--- src/hw/dme_pkg.sv ---
// dme_pkg: constants, types and register map of the debug match event logic
package dme_pkg;

	// bus and core widths
	localparam int DME_HDATA_W = 32;
	localparam int DME_ADDR_W  = 24;
	localparam int DME_DATA_W  = 32;
	localparam int DME_OFS_W   = 8;
	localparam int DME_NCH     = 3;  // index 0,1,2 = channel 0,1,3

	// register byte offsets
	localparam logic [7:0] DME_OFS_CTRL  = 8'h00;
	localparam logic [7:0] DME_OFS_STATE = 8'h04;
	localparam logic [7:0] DME_OFS_SC1   = 8'h08;
	localparam logic [7:0] DME_OFS_SC2   = 8'h0C;
	localparam logic [7:0] DME_OFS_SC3   = 8'h10;
	localparam logic [7:0] DME_OFS_FLAG  = 8'h14;
	localparam logic [7:0] DME_OFS_MASK  = 8'h18;
	localparam logic [3:0] DME_CMP_PAGE0 = 4'h2;  // comparator pages 0x20,0x30,0x40
	localparam logic [1:0] DME_CMP_CTRL  = 2'h0;
	localparam logic [1:0] DME_CMP_ADDR  = 2'h1;
	localparam logic [1:0] DME_CMP_DATA  = 2'h2;

	// debug_control_one fields
	localparam int DME_C1_ARM  = 0;
	localparam int DME_C1_FORCE_BREAKPOINT_BIT = 1;  // force_breakpoint_bit, reads zero
	localparam int DME_C1_BKEN = 2;
	localparam int DME_C1_EEV  = 3;  // external_event_config, two bits
	localparam int DME_C1_W    = 5;
	localparam logic [1:0] DME_EEV_OFF   = 2'h0;
	localparam logic [1:0] DME_EEV_FLAG  = 2'h1;
	localparam logic [1:0] DME_EEV_STATE = 2'h2;

	// comparator control fields
	localparam int DME_CC_EN  = 0;
	localparam int DME_CC_OPC = 1;  // opcode_compare_select
	localparam int DME_CC_RWQ = 2;  // access_direction_qualify_enable
	localparam int DME_CC_RWV = 3;  // direction to compare, 1 = write
	localparam int DME_CC_DQ  = 4;  // data value qualify enable
	localparam int DME_CC_W   = 5;

	// state_control_regs: one 3-bit target field per channel
	localparam int DME_SC_FW = 3;
	localparam int DME_SC_W  = DME_SC_FW * DME_NCH;
	localparam logic [2:0] DME_TGT_NONE  = 3'h0;
	localparam logic [2:0] DME_TGT_S1    = 3'h1;
	localparam logic [2:0] DME_TGT_S2    = 3'h2;
	localparam logic [2:0] DME_TGT_S3    = 3'h3;
	localparam logic [2:0] DME_TGT_FINAL = 3'h4;

	// event_flag_reg bits, mask has the same layout
	localparam int DME_EF_CH0 = 0;
	localparam int DME_EF_CH1 = 1;
	localparam int DME_EF_CH3 = 2;
	localparam int DME_EF_EXT = 3;  // external_event_flag
	localparam int DME_EF_BRK = 4;
	localparam int DME_EF_W   = 5;

	// reset values
	localparam logic [DME_EF_W-1:0] DME_RST_FLAG = 5'h00;
	localparam logic [DME_SC_W-1:0] DME_RST_SC   = 9'h000;
	localparam logic [DME_CC_W-1:0] DME_RST_CC   = 5'h00;

	// sequencer states, gray along S0-S1-S2-S3-Final
	typedef enum logic [2:0] {
		DME_S0    = 3'h0,
		DME_S1    = 3'h1,
		DME_S2    = 3'h3,
		DME_S3    = 3'h2,
		DME_FINAL = 3'h6
	} dme_state_t;

	// core activity seen by the comparators
	typedef struct packed {
		logic                  execValid;  // opcode entering execute stage
		logic [DME_ADDR_W-1:0] execAddr;
		logic                  accValid;   // bus access this cycle
		logic                  accFetch;   // access is an opcode fetch
		logic                  accWrite;
		logic [DME_ADDR_W-1:0] accAddr;
		logic [DME_DATA_W-1:0] accData;
	} dme_cpu_t;

endpackage : dme_pkg

--- src/hw/dme_debug_match_event_logic.sv ---
// dme_debug_match_event_logic: comparators, event priority, sequencer, ahb-lite registers
//
// Notes on behaviour
// - opcode compare flags an instruction at execute, before it executes
// - opcode matches ignore data and the direction qualify settings
// - no comparison of core activity while the core is halted for debug
// - data match on address hit, optionally qualified by data and direction
// - data match breakpoint lands within two instructions of the access
// - after a change of flow the breakpoint address may lie elsewhere
// - opcode fetches never count as data accesses
// - synchronised external event pin can step the sequencer, enabled by config
// - external event in state mode acts through the channel 3 field
// - every external event in flag or state mode sets the external event flag
// - writing one to force bit goes Final then straight to State0
// - breakpoint issued on the move into Final, if enabled
// - coincident events: force, then channel 3, 1, 0; losers dropped
// - hardware disarm beats a simultaneous software arm write
//
// Implementation choices: the AHB-Lite interface to the registers and the placing of the registers.
`timescale 1ns/10ps
module dme_debug_match_event_logic (
	// clock and reset
	input  wire logic                          sys_clk,
	input  wire logic                          rst_n,
	// ahb-lite slave
	input  wire logic                          hsel,
	input  wire logic [dme_pkg::DME_OFS_W-1:0] haddr,
	input  wire logic [1:0]                    htrans,
	input  wire logic                          hwrite,
	input  wire logic [2:0]                    hsize,
	input  wire logic [dme_pkg::DME_HDATA_W-1:0] hwdata,
	input  wire logic                          hready,
	output logic                               hreadyout,
	output logic                               hresp,
	output logic [dme_pkg::DME_HDATA_W-1:0]    hrdata,
	// core side
	input  wire dme_pkg::dme_cpu_t             cpuBus,
	input  wire logic                          haltedDebugState,
	// pin
	input  wire logic                          externalEventInput,
	// results
	output logic                               breakpointReq,
	output dme_pkg::dme_state_t                seqState,
	output logic                               irq
);
	import dme_pkg::*;

	// bus data phase
	logic                 dphValid_reg;
	logic                 dphWrite_reg;
	logic [DME_OFS_W-1:0] dphAddr_reg;
	logic                 rdDone_reg;
	logic [DME_HDATA_W-1:0] hrdata_reg;
	// software state
	logic                  arm_reg, arm_next;
	logic                  bkEn_reg;
	logic [1:0]            eevCfg_reg;
	logic [DME_SC_W-1:0]   sc_reg [DME_NCH];
	logic [DME_EF_W-1:0]   flag_reg, flag_next;
	logic [DME_EF_W-1:0]   mask_reg;
	logic [DME_CC_W-1:0]   cmpCtrl_reg [DME_NCH];
	logic [DME_ADDR_W-1:0] cmpAddr_reg [DME_NCH];
	logic [DME_DATA_W-1:0] cmpData_reg [DME_NCH];
	// sequencer and pin
	dme_state_t state_reg, state_next;
	logic       brk_reg;
	logic       eevSync1_reg, eevSync2_reg, eevPrev_reg;

	// target field to state
	function automatic dme_state_t tgtState(input logic [2:0] f, input dme_state_t cur);
		case (f)
			DME_TGT_S1:    tgtState = DME_S1;
			DME_TGT_S2:    tgtState = DME_S2;
			DME_TGT_S3:    tgtState = DME_S3;
			DME_TGT_FINAL: tgtState = DME_FINAL;
			default:       tgtState = cur;
		endcase
	endfunction : tgtState

	// state to state control index
	function automatic logic [1:0] scIndex(input dme_state_t s);
		case (s)
			DME_S2:  scIndex = 2'h1;
			DME_S3:  scIndex = 2'h2;
			default: scIndex = 2'h0;
		endcase
	endfunction : scIndex

	// ahb decode; writes commit in the data phase, reads take one wait state
	wire        addrPhase = hsel & hready & htrans[1];
	wire        wrEn      = dphValid_reg & dphWrite_reg;
	wire        rdStall   = dphValid_reg & ~dphWrite_reg & ~rdDone_reg;
	wire [3:0]  page      = dphAddr_reg[7:4];
	wire [1:0]  sub       = dphAddr_reg[3:2];
	wire [3:0]  pageRel   = page - DME_CMP_PAGE0;
	wire        isCmp     = (pageRel < 4'(DME_NCH));
	wire [1:0]  chSel     = pageRel[1:0];
	wire        wrCtrl    = wrEn & (dphAddr_reg == DME_OFS_CTRL);
	wire        wrFlag    = wrEn & (dphAddr_reg == DME_OFS_FLAG);
	wire        wrMask    = wrEn & (dphAddr_reg == DME_OFS_MASK);
	wire        wrSc1     = wrEn & (dphAddr_reg == DME_OFS_SC1);
	wire        wrSc2     = wrEn & (dphAddr_reg == DME_OFS_SC2);
	wire        wrSc3     = wrEn & (dphAddr_reg == DME_OFS_SC3);
	wire        wrCmp     = wrEn & isCmp;
	wire        forceTrig = wrCtrl & hwdata[DME_C1_FORCE_BREAKPOINT_BIT];

	assign hreadyout = ~rdStall;
	assign hresp     = 1'b0;
	assign hrdata    = hrdata_reg;

	// bus phase tracking
	always_ff @(posedge sys_clk or negedge rst_n) begin
		if (!rst_n) begin
			dphValid_reg <= 1'b0;
			dphWrite_reg <= 1'b0;
			dphAddr_reg  <= '0;
			rdDone_reg   <= 1'b0;
		end else begin
			dphValid_reg <= addrPhase | (dphValid_reg & rdStall);
			rdDone_reg   <= rdStall;
			if (addrPhase) begin
				dphWrite_reg <= hwrite;
				dphAddr_reg  <= haddr;
			end
		end
	end

	// read selection, unmapped reads zero
	wire [DME_HDATA_W-1:0] rdCtrl  = DME_HDATA_W'({eevCfg_reg, bkEn_reg, 1'b0, arm_reg});
	wire [DME_HDATA_W-1:0] rdState = DME_HDATA_W'(state_reg);
	wire [DME_HDATA_W-1:0] rdCmp   = (sub == DME_CMP_CTRL) ? DME_HDATA_W'(cmpCtrl_reg[chSel]) :
	                                 (sub == DME_CMP_ADDR) ? DME_HDATA_W'(cmpAddr_reg[chSel]) :
	                                 (sub == DME_CMP_DATA) ? DME_HDATA_W'(cmpData_reg[chSel]) : '0;
	wire [DME_HDATA_W-1:0] rdMux   =
		(dphAddr_reg == DME_OFS_CTRL)  ? rdCtrl :
		(dphAddr_reg == DME_OFS_STATE) ? rdState :
		(dphAddr_reg == DME_OFS_SC1)   ? DME_HDATA_W'(sc_reg[0]) :
		(dphAddr_reg == DME_OFS_SC2)   ? DME_HDATA_W'(sc_reg[1]) :
		(dphAddr_reg == DME_OFS_SC3)   ? DME_HDATA_W'(sc_reg[2]) :
		(dphAddr_reg == DME_OFS_FLAG)  ? DME_HDATA_W'(flag_reg) :
		(dphAddr_reg == DME_OFS_MASK)  ? DME_HDATA_W'(mask_reg) :
		isCmp                          ? rdCmp : '0;

	// read data register, loaded in the wait cycle
	always_ff @(posedge sys_clk or negedge rst_n) begin
		if (!rst_n)
			hrdata_reg <= '0;
		else if (rdStall)
			hrdata_reg <= rdMux;
	end

	// configuration registers
	always_ff @(posedge sys_clk or negedge rst_n) begin
		if (!rst_n) begin
			bkEn_reg   <= 1'b0;
			eevCfg_reg <= DME_EEV_OFF;
			mask_reg   <= DME_RST_FLAG;
			sc_reg     <= '{default: DME_RST_SC};
		end else begin
			if (wrCtrl) begin
				bkEn_reg   <= hwdata[DME_C1_BKEN];
				eevCfg_reg <= hwdata[DME_C1_EEV +: 2];
			end
			if (wrMask) mask_reg  <= hwdata[DME_EF_W-1:0];
			if (wrSc1)  sc_reg[0] <= hwdata[DME_SC_W-1:0];
			if (wrSc2)  sc_reg[1] <= hwdata[DME_SC_W-1:0];
			if (wrSc3)  sc_reg[2] <= hwdata[DME_SC_W-1:0];
		end
	end

	// comparator registers
	always_ff @(posedge sys_clk or negedge rst_n) begin
		if (!rst_n) begin
			cmpCtrl_reg <= '{default: DME_RST_CC};
			cmpAddr_reg <= '{default: '0};
			cmpData_reg <= '{default: '0};
		end else if (wrCmp) begin
			if (sub == DME_CMP_CTRL) cmpCtrl_reg[chSel] <= hwdata[DME_CC_W-1:0];
			if (sub == DME_CMP_ADDR) cmpAddr_reg[chSel] <= hwdata[DME_ADDR_W-1:0];
			if (sub == DME_CMP_DATA) cmpData_reg[chSel] <= hwdata[DME_DATA_W-1:0];
		end
	end

	// comparators; opcode compare uses the execute-stage address
	logic [DME_NCH-1:0] opcMatch;
	logic [DME_NCH-1:0] datMatch;
	logic [DME_NCH-1:0] chMatch;
	for (genvar i = 0; i < DME_NCH; i++) begin : g_cmp
		wire en    = cmpCtrl_reg[i][DME_CC_EN] & ~haltedDebugState;
		wire opc   = cmpCtrl_reg[i][DME_CC_OPC];
		wire dirOk = ~cmpCtrl_reg[i][DME_CC_RWQ] |
		             (cmpCtrl_reg[i][DME_CC_RWV] == cpuBus.accWrite);
		wire datOk = ~cmpCtrl_reg[i][DME_CC_DQ] | (cpuBus.accData == cmpData_reg[i]);
		assign opcMatch[i] = en & opc & cpuBus.execValid &
		                     (cpuBus.execAddr == cmpAddr_reg[i]);
		assign datMatch[i] = en & ~opc & cpuBus.accValid & ~cpuBus.accFetch &
		                     (cpuBus.accAddr == cmpAddr_reg[i]) & dirOk & datOk;
		assign chMatch[i]  = opcMatch[i] | datMatch[i];
	end

	// external event pin synchroniser and edge
	always_ff @(posedge sys_clk or negedge rst_n) begin
		if (!rst_n) begin
			eevSync1_reg <= 1'b0;
			eevSync2_reg <= 1'b0;
			eevPrev_reg  <= 1'b0;
		end else begin
			eevSync1_reg <= externalEventInput;
			eevSync2_reg <= eevSync1_reg;
			eevPrev_reg  <= eevSync2_reg;
		end
	end
	wire eevEdge    = eevSync2_reg & ~eevPrev_reg;
	wire eevOn      = eevEdge & (eevCfg_reg != DME_EEV_OFF);
	wire extToState = eevEdge & (eevCfg_reg == DME_EEV_STATE);

	// priority: channel 3 (with external event), then 1, then 0
	wire                 ch3Evt   = chMatch[2] | extToState;
	wire [DME_SC_W-1:0]  scCur    = sc_reg[scIndex(state_reg)];
	wire [DME_SC_FW-1:0] fld3     = scCur[2*DME_SC_FW +: DME_SC_FW];
	wire [DME_SC_FW-1:0] winFld   = ch3Evt     ? fld3 :
	                                chMatch[1] ? scCur[DME_SC_FW +: DME_SC_FW] :
	                                chMatch[0] ? scCur[0 +: DME_SC_FW] : DME_TGT_NONE;
	wire                 stActive = (state_reg == DME_S1) | (state_reg == DME_S2) |
	                                (state_reg == DME_S3);
	wire                 hwDisarm = (state_reg == DME_FINAL);

	// sequencer next state
	always_comb begin
		state_next = state_reg;
		case (state_reg)
			DME_S0:    state_next = arm_reg ? DME_S1 : DME_S0;
			DME_S1,
			DME_S2,
			DME_S3:    state_next = !arm_reg ? DME_S0 : tgtState(winFld, state_reg);
			DME_FINAL: state_next = DME_S0;
			default:   state_next = DME_S0;
		endcase
		if (forceTrig && state_reg != DME_FINAL)
			state_next = DME_FINAL;
	end

	// arm: hardware disarm wins over a software arm write
	assign arm_next = hwDisarm ? 1'b0 : (wrCtrl ? hwdata[DME_C1_ARM] : arm_reg);

	// sequencer, arm and breakpoint pulse
	always_ff @(posedge sys_clk or negedge rst_n) begin
		if (!rst_n) begin
			state_reg <= DME_S0;
			arm_reg   <= 1'b0;
			brk_reg   <= 1'b0;
		end else begin
			state_reg <= state_next;
			arm_reg   <= arm_next;
			brk_reg   <= (state_next == DME_FINAL) & bkEn_reg;
		end
	end

	// sticky flags, set wins over write-one clear
	wire [DME_EF_W-1:0] flagSet = {brk_reg, eevOn, chMatch[2], chMatch[1], chMatch[0]};
	wire [DME_EF_W-1:0] flagClr = wrFlag ? hwdata[DME_EF_W-1:0] : '0;
	assign flag_next = (flag_reg & ~flagClr) | flagSet;
	always_ff @(posedge sys_clk or negedge rst_n) begin
		if (!rst_n)
			flag_reg <= DME_RST_FLAG;
		else
			flag_reg <= flag_next;
	end

	// outputs
	assign breakpointReq = brk_reg;
	assign seqState      = state_reg;
	assign irq           = |(flag_reg & mask_reg);

	wire winFinal = arm_reg & stActive & ~forceTrig & (winFld == DME_TGT_FINAL);
endmodule : dme_debug_match_event_logic

--- config.mk ---
export PLATFORM = sky130hd
export DESIGN_NAME = dme_debug_match_event_logic
export DESIGN_NICKNAME = d
export VERILOG_FILES = /design/src/hw/dme_pkg.sv /design/src/hw/dme_debug_match_event_logic.sv
export SDC_FILE = /design/constraint.sdc
export NUM_CORES = 1
export LEC_CHECK = 0
export BUFFER_PORTS_ARGS = -buffer_cell sky130_fd_sc_hd__buf_2
export CORE_ASPECT_RATIO = 0.9
export CORE_MARGIN = 10
export CORE_UTILIZATION = 64
export CTS_CLUSTER_DIAMETER = 80
export CTS_CLUSTER_SIZE = 10
export DETAILED_ROUTE_END_ITERATION = 7
export GPL_ROUTABILITY_DRIVEN = 0
export GPL_TIMING_DRIVEN = 0
export HOLD_SLACK_MARGIN = 0.03
export PLACE_DENSITY = 0.89
export SLEW_MARGIN = 20
export SYNTH_ARGS = -nofsm -noshare
export SYNTH_HDL_FRONTEND = slang
export SYNTH_SLANG_ARGS = --single-unit
--- constraint.sdc ---
create_clock -name sys_clk -period 4.9 [get_ports sys_clk]
set_clock_uncertainty 0.1 [all_clocks]
set_input_delay 0.98 -clock sys_clk [delete_from_list [all_inputs] [get_ports sys_clk]]
set_output_delay 0.98 -clock sys_clk [all_outputs]
set_load 0.05 [all_outputs]
After elaboration in Yosys (flattened, before gate mapping)
Cells that the tools add are included.
Cells by class
  $add $sub $neg: 1
  magnitude comparators: 4
  eq/ne operators: 31
  mux-type cells: 44
  bitwise logic cells: 80
  reductions and logical operators: 12
Operators with widths (number)
  2-to-1 mux 32 bit: 14
  == test 24 bit: 6
  bitwise mux 96 bit: 1
  == test 32 bit: 3
  bitwise mux 72 bit: 1
  2-to-1 mux 24 bit: 3
  binary-select mux 32 bit (select 2 bit): 1
  demux 32 bit (select 2 bit): 1
  AND 1 bit: 48
  binary-select mux 24 bit (select 2 bit): 1
  demux 24 bit (select 2 bit): 1
  == test 8 x 5 -> 1 bit (second input constant): 3
  2-to-1 mux 5 bit: 4
  binary-select mux 9 bit (select 2 bit): 1
  2-to-1 mux 9 bit: 2
  == test 8 x 4 -> 1 bit (second input constant): 2
  bitwise mux 15 bit: 1
  2-to-1 mux 3 bit: 5
  NOT 1 bit: 15
  == test 3 x 2 -> 1 bit (second input constant): 4
  one-hot mux 3 bit (4 select lines): 1
  OR 1 bit: 11
  AND 5 bit: 2
  binary-select mux 5 bit (select 2 bit): 1
  other kinds (26): 40
Word-level totals
  register bits after elaboration: 274
  logic and storage cells: 199

Longest topological paths before layout
Gate-level depths: netlist of the first run.
  depth after elaboration: 19
  depth in mapped cells: 14

Worst setup path before layout of the first run
Ideal clock, no wire load.
  path kind: register to register
  start: reg dphAddr_reg[5]
  end: reg cmpData_reg[37] (netlist name)
  library setup time: 0.125 ns
  data arrival time: 2.895 ns
  required time: 4.675 ns
  slack: 1.780 ns
  cell stages (with the launch flop): 13
  buffers on the path: 4
  clock period less this slack: 3.120 ns
  path through: dfrtp_1 -> buf_2 -> clkinv_1 -> clkbuf_1 -> clkbuf_1 -> ha_1 -> xnor2_1 -> nand3_1 -> nor2_1 -> nand2_1 -> nor2_1 -> clkbuf_1 -> mux2_2
On the way
  longest elaborated chain between the ends: 7
RTL lines
  start, declared: RTL line dme_debug_match_event_logic.sv:51  | logic [DME_OFS_W-1:0] dphAddr_reg;
  start signal, assigned: RTL line dme_debug_match_event_logic.sv:123  | dphAddr_reg <= haddr;
  subtractor 4 x 2 -> 4 bit (*): RTL line dme_debug_match_event_logic.sv:95  | wire [3:0] pageRel = page - DME_CMP_PAGE0;
  NOT 2 -> 3 bit (not written as such): RTL line dme_debug_match_event_logic.sv:180  | if (sub == DME_CMP_DATA) cmpData_reg[chSel] <= hwdata[DME_DATA_W-1:0];
  >= comparator 3 bit (not written as such) or < comparator 3 x 1 -> 1 bit (tied branches): RTL line dme_debug_match_event_logic.sv:180
  logical AND 1 bit (not written as such): RTL line dme_debug_match_event_logic.sv:180
  2-to-1 mux 32 bit (not written as such): RTL line dme_debug_match_event_logic.sv:180
  demux 32 bit (select 2 bit): RTL line dme_debug_match_event_logic.sv:180
  bitwise mux 96 bit: RTL line dme_debug_match_event_logic.sv:180
  end signal, assigned by index: RTL line dme_debug_match_event_logic.sv:180
  end, declared: RTL line dme_debug_match_event_logic.sv:63  | logic [DME_DATA_W-1:0] cmpData_reg [DME_NCH];
Every way passes the cells marked *; elsewhere a longest branch is shown, timed or not.
A chain may end at the register's enable or synchronous reset.

Worst setup path after layout of the first run
  start: reg dphAddr_reg[5]
  end: reg cmpData_reg[70] (netlist name)
Same word-level chain as after synthesis.

==> results.sh, run 1 <==
export IMPL_cts_resized_gates=0
export IMPL_drt_iter0_drc=2129
export IMPL_net_switching_power_mw=2.051
export IMPL_crit_path_max_fanout=10
export IMPL_cts_htree_levels=1
export IMPL_drv_cap=0
export IMPL_detail_route_antenna_nets=0
export IMPL_final_hold_viol_count=0
export IMPL_power_sequential_fraction_pct=44.7
export IMPL_holdBufCountCts=0
export IMPL_buffer_ports_inserted=169
export IMPL_crit_arrival_ns=5.20
export IMPL_yosys_most_used_dff="sky130_fd_sc_hd__dfrtp_1"
export IMPL_required_ns=5.24
export IMPL_max_slew_margin_pct=31.64
export IMPL_worst_setup_slack_after_placement_ns=0.2926
export IMPL_rsz0062_at_grt="true"
export IMPL_largest_register_ff_count=96
export IMPL_max_clock_path_buffers=3
export IMPL_grt_first_pass_wirelength_um=76790
export IMPL_drcViolationCount=0
export IMPL_cts_sinks=274
export IMPL_cts_setup_buffers=0
export IMPL_tritoncts_clock_tree="done"
export IMPL_final_net_count=1715
export IMPL_totalPowerFinal_mw=6.193
export IMPL_layout_cell_area_non_filler_sq_um=17390
export IMPL_achievable_frequency_ghz=0.2058
export IMPL_die_w_um=182.9
export IMPL_post_synth_inst_count=1374
export IMPL_detail_route_wl_per_cell_um=27.03
export IMPL_min_path_cells=0
export IMPL_number_of_vias_in_the_routed_layout=12910
export IMPL_cts_root_buffer_cell="sky130_fd_sc_hd__clkbuf_16"
export IMPL_number_of_global_route_vias_before_repair=13150
export IMPL_irDropWorstVdd_mv=0.2976
export IMPL_setup_crit_path_kind="register to register"
export IMPL_placed_standard_cell_area_sq_um=16580
export IMPL_synthesis_area_sq_um=15290
export IMPL_setup_violations_final=0
export IMPL_internal_power_mw=4.142
export IMPL_buffering_stage_count_on_the_worst_path_with_inverters_included=5
export IMPL_r2r_setup_slack_ns=0.04
export IMPL_number_of_placed_instances_with_taps_included=1847
export IMPL_synth_top_area_share_pct=44.84
export IMPL_synth_cell_types=60
export IMPL_power_share_switching_pct=33.11
export IMPL_share_of_layout_cells_above_drive_strength_1_pct=29.53
export IMPL_critical_path_top_delay_family="buffers and inverters"
export IMPL_proportion_of_synthesized_chip_area_in_sequential_cells_pct=44.84
export IMPL_min_delay_worst_endpoint="eevSync2_reg"
export IMPL_run_status="finished clean"
export IMPL_fin_crit_sh_pct=99.19
export IMPL_route_final_wire_length_um=50850
export IMPL_ys_ff_latch=274
export IMPL_p_leak_nw=8.584
export IMPL_timing_max_transition_violations_final=0
export IMPL_cts_made_buffers=31
export IMPL_crit_slowest_cell="sky130_fd_sc_hd__clkbuf_1"
export IMPL_fraction_of_power_consumed_by_combinational_cells_pct=23.1
export IMPL_post_synth_edffs=0
export IMPL_die_footprint_sq_um=30480
export IMPL_fin_crit_ns=4.860
export IMPL_num_rows=53
export IMPL_cts_reportedPaths_clkPinSlew_ns=0.06
export IMPL_timing_rr_start="dphAddr_reg[5]"
export IMPL_syn_nets=1511
export IMPL_clock_insertion_delay_worst_skew_ns=0.57
export IMPL_stdcell_count=1881
export IMPL_number_of_i_o_pins=175
export IMPL_tightest_slew_ns=1.025
export IMPL_grt_overflow=0
export IMPL_grt_antenna_before_repair=1
export IMPL_synth_async_sr_flop_share_pct=100.0
export IMPL_place_hpwl_um=38000
export IMPL_ff2ff_path_depth=12
export IMPL_synth_warnings=0
export IMPL_end_kind="register"
export IMPL_cellPowerDensity_nw_per_um2=356.1
export IMPL_utilization_pct=74.30
export IMPL_p_clk_share_pct=32.2
export IMPL_die_height_um=166.6
export IMPL_netlist_top_cells_area="sky130_fd_sc_hd__dfrtp_1, sky130_fd_sc_hd__mux2_2, sky130_fd_sc_hd__xor2_1"
export IMPL_vias_per_cell=6.865
export IMPL_grt_start_max_net_pins=96
export IMPL_holdCritStartpoint="eevSync1_reg"
export IMPL_critical_path_max_stage_delay_ns=0.57
export IMPL_commonest_cells_in_the_netlist="sky130_fd_sc_hd__dfrtp_1, sky130_fd_sc_hd__mux2_2, sky130_fd_sc_hd__xor2_1, sky130_fd_sc_hd__nor2_1, sky130_fd_sc_hd__a21oi_1"
export IMPL_core_sq_um=23410
export IMPL_reg2reg_to="cmpData_reg[70]"
export IMPL_firstDrtPassIters=8
export IMPL_synth_area_leader_cell="sky130_fd_sc_hd__dfrtp_1"
export IMPL_worstPathCellList="buf_2, clkinv_1, clkbuf_1, clkbuf_2, ha_1, xnor2_1, nand3_1, nor2_1, nand2_1, nor2_1, clkbuf_1, mux2_2"
export IMPL_min_delay_path_class="register to register"
export IMPL_synth_area_per_cell_sq_um=11.13
export IMPL_post_synth_top_count_cell="sky130_fd_sc_hd__dfrtp_1"
export IMPL_syn2layout_area_growth_pct=13.75
export IMPL_initial_core_util_pct=65.32
export IMPL_grt_usage_pct=32.08
export IMPL_setup_ws_ns=0.03993
export IMPL_worst_setup_path_start_kind="register"
cell type report:
cell class | count | area [sq um]
plain buffers | 65 | 269.0
clock buffers | 31 | 775.7
repair buffers | 171 | 910.9
multi-input cells | 1024 | 8140
clock inverters | 2 | 17.52
fillers | 1486 | 6017
inverters | 11 | 41.29
diodes | 1 | 2.502
flip-flops and latches | 274 | 6857
well taps | 302 | 377.9
worst max-delay path by stage:
stage,slack (ns),startpoint,to,depth (start not counted)
global route,-0.03,dphAddr_reg[5],cmpData_reg[83],12
global placement,-2.09,rst_n,sc_reg[23],1
detailed placement,0.29,dphAddr_reg[5],cmpData_reg[75],12
finish,0.04,dphAddr_reg[5],cmpData_reg[70],12
CTS,0.09,dphAddr_reg[5],cmpData_reg[74],12
floorplan,1.78,dphAddr_reg[5],cmpData_reg[37],12
power groups by stage:
| stage | clock network, mW | logic [mW] | registers (mW) |
|---|---|---|---|
| finish | 1.99 | 1.43 | 2.77 |
| global route | 2.06 | 1.50 | 2.79 |
| CTS | 1.98 | 1.39 | 2.75 |
| detailed placement | 0 | 1.36 | 2.78 |
| global placement | 0 | 1.32 | 2.77 |
| floorplan | 0 | 0.831 | 2.75 |
cells in the final DEF, fill, tap and decap left out, drive strengths merged, types with 3 or more instances in the layout:
| cell | n |
|---|---|
| clkinv | 3 |
| a22o | 15 |
| a211oi | 3 |
| nand2 | 67 |
| nand4 | 14 |
| clkbuf | 70 |
| o22ai | 23 |
| a222oi | 4 |
| nor2 | 88 |
| a22oi | 4 |
| nor2b | 3 |
| mux2 | 232 |
| o21ai | 30 |
| xor2 | 207 |
| xnor2 | 37 |
| mux2i | 69 |
| o31ai | 4 |
| nand3 | 13 |
| nand2b | 5 |
| nor3 | 16 |
| a221oi | 13 |
| nor4 | 60 |
| buf | 197 |
| dfrtp | 274 |
| nor3b | 4 |
| a21oi | 75 |
| inv | 10 |
| a31oi | 3 |
| a21o | 3 |
logic make-up after synthesis:
group / after synthesis / synth area share, %
multiplexers: 301 / 21.60
adder cells (fa/ha/maj): 1 / 0.08182
XOR/XNOR: 244 / 13.98
flip-flops: 274 / 44.84
AND/OR/NAND/NOR: 282 / 9.190
buffers and inverters: 76 / 2.013
other: 1 / 0.02453
AO/OA/AOI/OAI: 195 / 8.265
per-stage QoR:
step / setup TNS [ns] / hold WS [ns]
3_3_place_gp: -566.72 / 0.2323
4_1_cts: 0 / 0.2736
2_1_floorplan: 0 / 0.2312
6_report: 0 / 0.2721
3_5_place_dp: 0 / 0.2455
5_1_grt: -0.2292 / 0.2822
per-layer routing:
metal / GRT usage, % / routed length (um) / vias to the layer above
met5: 0 / 0 / -
met4: 14.20 / 2785 / 0
met3: 8.449 / 6745 / 246
met2: 48.91 / 22200 / 1066
met1: 42.16 / 19120 / 6265
li1: - / - / 5337
No activity file was read; power rests on OpenSTA's default activity.
==> inputs of run 2 (changes only) <==
--- a/config.mk
+++ b/config.mk
@@ -8,14 +8,14 @@
 export BUFFER_PORTS_ARGS = -buffer_cell sky130_fd_sc_hd__buf_2
 export CORE_ASPECT_RATIO = 0.9
 export CORE_MARGIN = 10
-export CORE_UTILIZATION = 64
+export CORE_UTILIZATION = 35
 export CTS_CLUSTER_DIAMETER = 80
 export CTS_CLUSTER_SIZE = 10
 export DETAILED_ROUTE_END_ITERATION = 7
 export GPL_ROUTABILITY_DRIVEN = 0
 export GPL_TIMING_DRIVEN = 0
 export HOLD_SLACK_MARGIN = 0.03
-export PLACE_DENSITY = 0.89
+export PLACE_DENSITY = 0.55
 export SLEW_MARGIN = 20
 export SYNTH_ARGS = -nofsm -noshare
 export SYNTH_HDL_FRONTEND = slang
==> results.sh, run 2 (same netlist as run 1, synthesis figures left out) <==
export IMPL_layout_cell_area_non_filler_sq_um=17760
export IMPL_share_of_layout_cells_above_drive_strength_1_pct=29.56
export IMPL_setup_crit_path_kind="register to register"
export IMPL_tightest_slew_ns=1.096
export IMPL_core_sq_um=43060
export IMPL_p_leak_nw=8.605
export IMPL_min_delay_path_class="input port to asynchronous set/reset pin"
export IMPL_placed_standard_cell_area_sq_um=16920
export IMPL_grt_first_pass_wirelength_um=82770
export IMPL_die_footprint_sq_um=52460
export IMPL_fraction_of_power_consumed_by_combinational_cells_pct=23.2
export IMPL_cts_root_buffer_cell="sky130_fd_sc_hd__clkbuf_16"
export IMPL_end_kind="register"
export IMPL_mostFrequentLayoutCells="sky130_fd_sc_hd__dfrtp_1, sky130_fd_sc_hd__mux2_2, sky130_fd_sc_hd__xor2_1"
export IMPL_grt_antenna_before_repair=5
export IMPL_drt_iter0_drc=1123
export IMPL_number_of_global_route_vias_before_repair=12300
export IMPL_buffer_ports_inserted=169
export IMPL_initial_core_util_pct=35.51
export IMPL_drv_cap=0
export IMPL_final_net_count=1716
export IMPL_irDropWorstVdd_mv=0.2922
export IMPL_die_height_um=218.3
export IMPL_firstDrtPassIters=5
export IMPL_number_of_i_o_pins=175
export IMPL_tritoncts_clock_tree="done"
export IMPL_required_ns=5.25
export IMPL_cts_htree_levels=1
export IMPL_setup_violations_final=0
export IMPL_r2r_setup_slack_ns=0.25
export IMPL_drcViolationCount=0
export IMPL_max_clock_path_buffers=3
export IMPL_timing_max_transition_violations_final=0
export IMPL_ff2ff_path_depth=12
export IMPL_power_share_switching_pct=33.08
export IMPL_worst_setup_path_start_kind="register"
export IMPL_layout_commonest_cell="sky130_fd_sc_hd__dfrtp_1"
export IMPL_syn2layout_area_growth_pct=16.14
export IMPL_cts_setup_buffers=0
export IMPL_vias_per_cell=5.584
export IMPL_grt_busiest_layer="met2"
export IMPL_route_final_wire_length_um=56220
export IMPL_achievable_frequency_ghz=0.2152
export IMPL_reg2reg_to="cmpData_reg[34]"
export IMPL_grt_usage_pct=21.07
export IMPL_detail_route_wl_per_cell_um=26.32
export IMPL_grt_start_max_net_pins=93
export IMPL_final_hold_viol_count=0
export IMPL_grt_util_met1_pct=29.95
export IMPL_cellPowerDensity_nw_per_um2=353.1
export IMPL_internal_power_mw=4.196
export IMPL_max_slew_margin_pct=26.95
export IMPL_crit_arrival_ns=5.00
export IMPL_largest_register_ff_count=96
export IMPL_p_clk_share_pct=32.8
export IMPL_number_of_vias_in_the_routed_layout=11930
export IMPL_rsz0062_at_grt="false"
export IMPL_power_sequential_fraction_pct=43.9
export IMPL_cts_made_buffers=31
export IMPL_fin_crit_sh_pct=94.82
export IMPL_holdBufCountCts=0
export IMPL_crit_path_max_fanout=10
export IMPL_place_hpwl_um=43630
export IMPL_num_rows=72
export IMPL_clock_insertion_delay_worst_skew_ns=0.58
export IMPL_globalRouteMet3Util_pct=3.837
export IMPL_fin_crit_ns=4.646
export IMPL_timing_rr_start="dphAddr_reg[5]"
export IMPL_totalPowerFinal_mw=6.271
export IMPL_grt_overflow=0
export IMPL_run_status="finished clean"
export IMPL_grt_met2_usage_pct=32.18
export IMPL_net_switching_power_mw=2.074
export IMPL_cts_sinks=274
export IMPL_die_w_um=240.3
export IMPL_cts_reportedPaths_clkPinSlew_ns=0.06
export IMPL_detail_route_antenna_nets=0
## run 2: layout make-up
class,count,area [sq um]
buffer,65,269.0
tap,555,694.4
timing repair buffer,172,938.4
clock buffer,33,783.3
antenna,1,2.502
fill,4198,25300
clock inverter,1,30.03
sequential,274,6857
multi-input combinational,1024,8142
inverter,11,41.29
## run 2: worst max-delay path, cell delays in order, from the launching register on
cell and delay, ns:
sky130_fd_sc_hd__dfrtp_1 0.32, sky130_fd_sc_hd__buf_2 0.23, sky130_fd_sc_hd__clkinv_1 0.40, sky130_fd_sc_hd__clkbuf_1 0.39, sky130_fd_sc_hd__clkbuf_2 0.40, sky130_fd_sc_hd__ha_1 0.31
sky130_fd_sc_hd__xnor2_1 0.20, sky130_fd_sc_hd__nand3_1 0.23, sky130_fd_sc_hd__nor2_1 0.25, sky130_fd_sc_hd__nand2_1 0.14, sky130_fd_sc_hd__nor2_1 0.53, sky130_fd_sc_hd__clkbuf_1 0.60
sky130_fd_sc_hd__mux2_2 0.41
## run 2: stage by stage
stage	hold WS [ns]	setup slack [ns]	TNS (ns)	util, %	cells
finish	0.1365	0.2538	0	41.24	2136
global route	0.1281	0.06456	0	41.24	2136
CTS	0.1182	0.03984	0	41.20	2135
detailed placement	0.2449	0.03553	0	39.30	2101
global placement	0.2374	-2.529	-682.87	39.08	2098
floorplan	0.2312	1.780	0	-	1374
## run 2: routing by layer
| layer | part of all wire (%) | up-vias | wire [um] |
|---|---|---|---|
| met1 | 45 | 6053 | 25510 |
| met3 | 7.0 | 85 | 3953 |
| met4 | 2.8 | 6 | 1598 |
| met5 | 0.069 | - | 39 |
| li1 | - | 5340 | - |
| met2 | 45 | 443 | 25120 |
## run 2: repair_timing
item | CTS | global route
endpoints found under the hold margin | 0 | 0
pin swaps | 0 | 0
setup endpoints to repair | 30 | 107
gates resized for setup | 1 | 6
## run 2: worst max path at each step
stage / end / cells past startpoint / start / slack, ns
4_1_cts: cmpAddr_reg[52] / 12 / dphAddr_reg[5] / 0.04
2_1_floorplan: cmpData_reg[37] / 12 / dphAddr_reg[5] / 1.78
5_1_grt: cmpData_reg[62] / 12 / dphAddr_reg[5] / 0.06
3_5_place_dp: cmpData_reg[22] / 12 / dphAddr_reg[5] / 0.04
6_report: cmpData_reg[34] / 12 / dphAddr_reg[5] / 0.25
3_3_place_gp: hrdata[7] / 1 / rst_n / -2.53
## run 2: power by group through the flow
stage | sequential (mW) | combinational [mW] | clock [mW]
floorplan | 2.75 | 0.831 | 0
global placement | 2.78 | 1.41 | 0
detailed placement | 2.79 | 1.43 | 0
CTS | 2.75 | 1.44 | 2.10
global route | 2.79 | 1.55 | 2.19
finish | 2.76 | 1.46 | 2.06
==> inputs of run 3 (changes only) <==
==> constraint.sdc (replaced) <==
create_clock -name sys_clk -period 4.8 [get_ports sys_clk]
set_clock_uncertainty 0.1 [all_clocks]
set_input_delay 0.96 -clock sys_clk [delete_from_list [all_inputs] [get_ports sys_clk]]
set_output_delay 0.96 -clock sys_clk [all_outputs]
set_load 0.05 [all_outputs]
==> results.sh, run 3 (same netlist as run 1, synthesis figures left out) <==
export IMPL_worst_setup_slack_after_placement_ns=-0.06447
export IMPL_crit_path_max_fanout=10
export IMPL_totalPowerFinal_mw=6.407
export IMPL_grt_antenna_before_repair=5
export IMPL_required_ns=5.15
export IMPL_stdcell_count=2136
export IMPL_grt_usage_pct=21.07
export IMPL_achievable_frequency_ghz=0.2132
export IMPL_setup_ws_ns=0.1087
export IMPL_fin_crit_ns=4.691
export IMPL_place_hpwl_um=43630
export IMPL_min_delay_path_class="input port to asynchronous set/reset pin"
export IMPL_setup_violations_final=0
export IMPL_timing_max_transition_violations_final=0
export IMPL_grt_overflow=0
export IMPL_initial_core_util_pct=35.51
export IMPL_die_footprint_sq_um=52460
export IMPL_cts_reportedPaths_clkPinSlew_ns=0.06
export IMPL_number_of_vias_in_the_routed_layout=11970
export IMPL_detail_route_antenna_nets=0
export IMPL_share_of_layout_cells_above_drive_strength_1_pct=29.68
export IMPL_final_net_count=1716
export IMPL_final_fill_count=4197
export IMPL_num_rows=72
export IMPL_tightest_slew_ns=1.099
export IMPL_cts_sinks=274
export IMPL_die_height_um=218.3
export IMPL_grt_start_max_net_pins=93
export IMPL_cts_setup_buffers=0
export IMPL_worst_setup_path_start_kind="register"
export IMPL_number_of_global_route_vias_before_repair=12300
export IMPL_tritoncts_clock_tree="done"
export IMPL_layout_commonest_cell="sky130_fd_sc_hd__dfrtp_1"
export IMPL_crit_arrival_ns=5.05
export IMPL_syn2layout_area_growth_pct=16.15
export IMPL_end_kind="register"
export IMPL_number_of_i_o_pins=175
export IMPL_detail_route_wl_per_cell_um=26.31
export IMPL_max_slew_margin_pct=26.73
export IMPL_setup_crit_path_kind="register to register"
export IMPL_cts_root_buffer_cell="sky130_fd_sc_hd__clkbuf_16"
export IMPL_drt_iter0_drc=1160
export IMPL_drv_cap=0
export IMPL_cts_made_buffers=31
export IMPL_vias_per_cell=5.604
export IMPL_rsz0062_at_grt="false"
export IMPL_firstDrtPassIters=7
export IMPL_clock_insertion_delay_worst_skew_ns=0.58
export IMPL_fin_crit_sh_pct=97.74
export IMPL_holdBufCountCts=0
export IMPL_max_clock_path_buffers=3
export IMPL_buffer_ports_inserted=169
export IMPL_irDropWorstVdd_mv=0.2967
export IMPL_grt_first_pass_wirelength_um=82770
export IMPL_mostFrequentLayoutCells="sky130_fd_sc_hd__dfrtp_1, sky130_fd_sc_hd__mux2_2, sky130_fd_sc_hd__xor2_1"
export IMPL_number_of_placed_instances_with_taps_included=2101
export IMPL_p_leak_nw=8.612
export IMPL_cellPowerDensity_nw_per_um2=360.7
export IMPL_final_hold_viol_count=0
export IMPL_run_status="finished clean"
export IMPL_route_final_wire_length_um=56190
export IMPL_largest_register_ff_count=96
export IMPL_drcViolationCount=0
export IMPL_cts_htree_levels=1
export IMPL_die_w_um=240.3
export IMPL_core_sq_um=43060
==> run 3: worst paths after layout <==
check | from | to | slack, ns | cells past startpoint
worst max-delay path | dphAddr_reg[5] | cmpAddr_reg[31] | 0.11 | 12
worst min-delay path | rst_n | cmpData_reg[26] | 0.12 | 1
max in group asynchronous | rst_n | cmpAddr_reg[56] | 3.34 | 3
min in group sys_clk | eevSync1_reg | eevSync2_reg | 0.26 | 0
worst min register to register | eevSync1_reg | eevSync2_reg | 0.26 | 0
worst max register to register | dphAddr_reg[5] | cmpAddr_reg[31] | 0.11 | 12
==> run 3: area by class of cell <==
class	instances	area [sq um]	share of cell area (%)
inverters	11	41.29	0.2325
well taps	555	694.4	3.910
clock buffers	33	783.3	4.410
clock inverters	1	30.03	0.1691
multi-input cells	1024	8142	45.84
flip-flops and latches	274	6857	38.61
diodes	1	2.502	0.01409
plain buffers	65	271.5	1.529
repair buffers	172	938.4	5.284
==> run 3: repair_timing <==
action | in CTS | in global routing
hold endpoints to repair | 0 | 0
gates resized for setup | 3 | 6
setup endpoints to repair | 51 | 29
==> run 3: worst max-delay path, stage by stage (launching register included) <==
cell	delay, ns
sky130_fd_sc_hd__dfrtp_1	0.32
sky130_fd_sc_hd__buf_2	0.23
sky130_fd_sc_hd__clkinv_1	0.40
sky130_fd_sc_hd__clkbuf_1	0.40
sky130_fd_sc_hd__clkbuf_2	0.40
sky130_fd_sc_hd__ha_1	0.32
sky130_fd_sc_hd__xnor2_1	0.21
sky130_fd_sc_hd__nand3_1	0.24
sky130_fd_sc_hd__nor2_1	0.25
sky130_fd_sc_hd__nand2_1	0.15
sky130_fd_sc_hd__nor2_1	0.68
sky130_fd_sc_hd__buf_2	0.47
sky130_fd_sc_hd__mux2_2	0.38
==> run 3: routing by layer <==
metal | global-route usage, % | part of all wire, % | vias to the layer above
met2 | 32.18 | 45 | 452
met4 | 5.859 | 2.8 | 6
met5 | 0 | 0.069 | -
met3 | 3.837 | 6.9 | 81
met1 | 29.95 | 46 | 6085
li1 | - | - | 5346
==> run 3: stage by stage <==
step                util, %  TNS (ns)  area [sq um]  hold slack (ns)
floorplan                 -         0         15290           0.2312
global placement      39.08   -704.92         16830           0.2374
detailed placement    39.30    -1.570         16920           0.2449
CTS                   41.21         0         17740          0.09816
global route          41.24         0         17760           0.1081
finish                41.24         0         17760           0.1171
==> run 3: report_power, final <==
part / switching [mW] / leakage (nW) / internal, mW
sequential: 0.270 / 3.73 / 2.54
clock: 0.924 / 0.399 / 1.18
combinational: 0.929 / 4.48 / 0.558
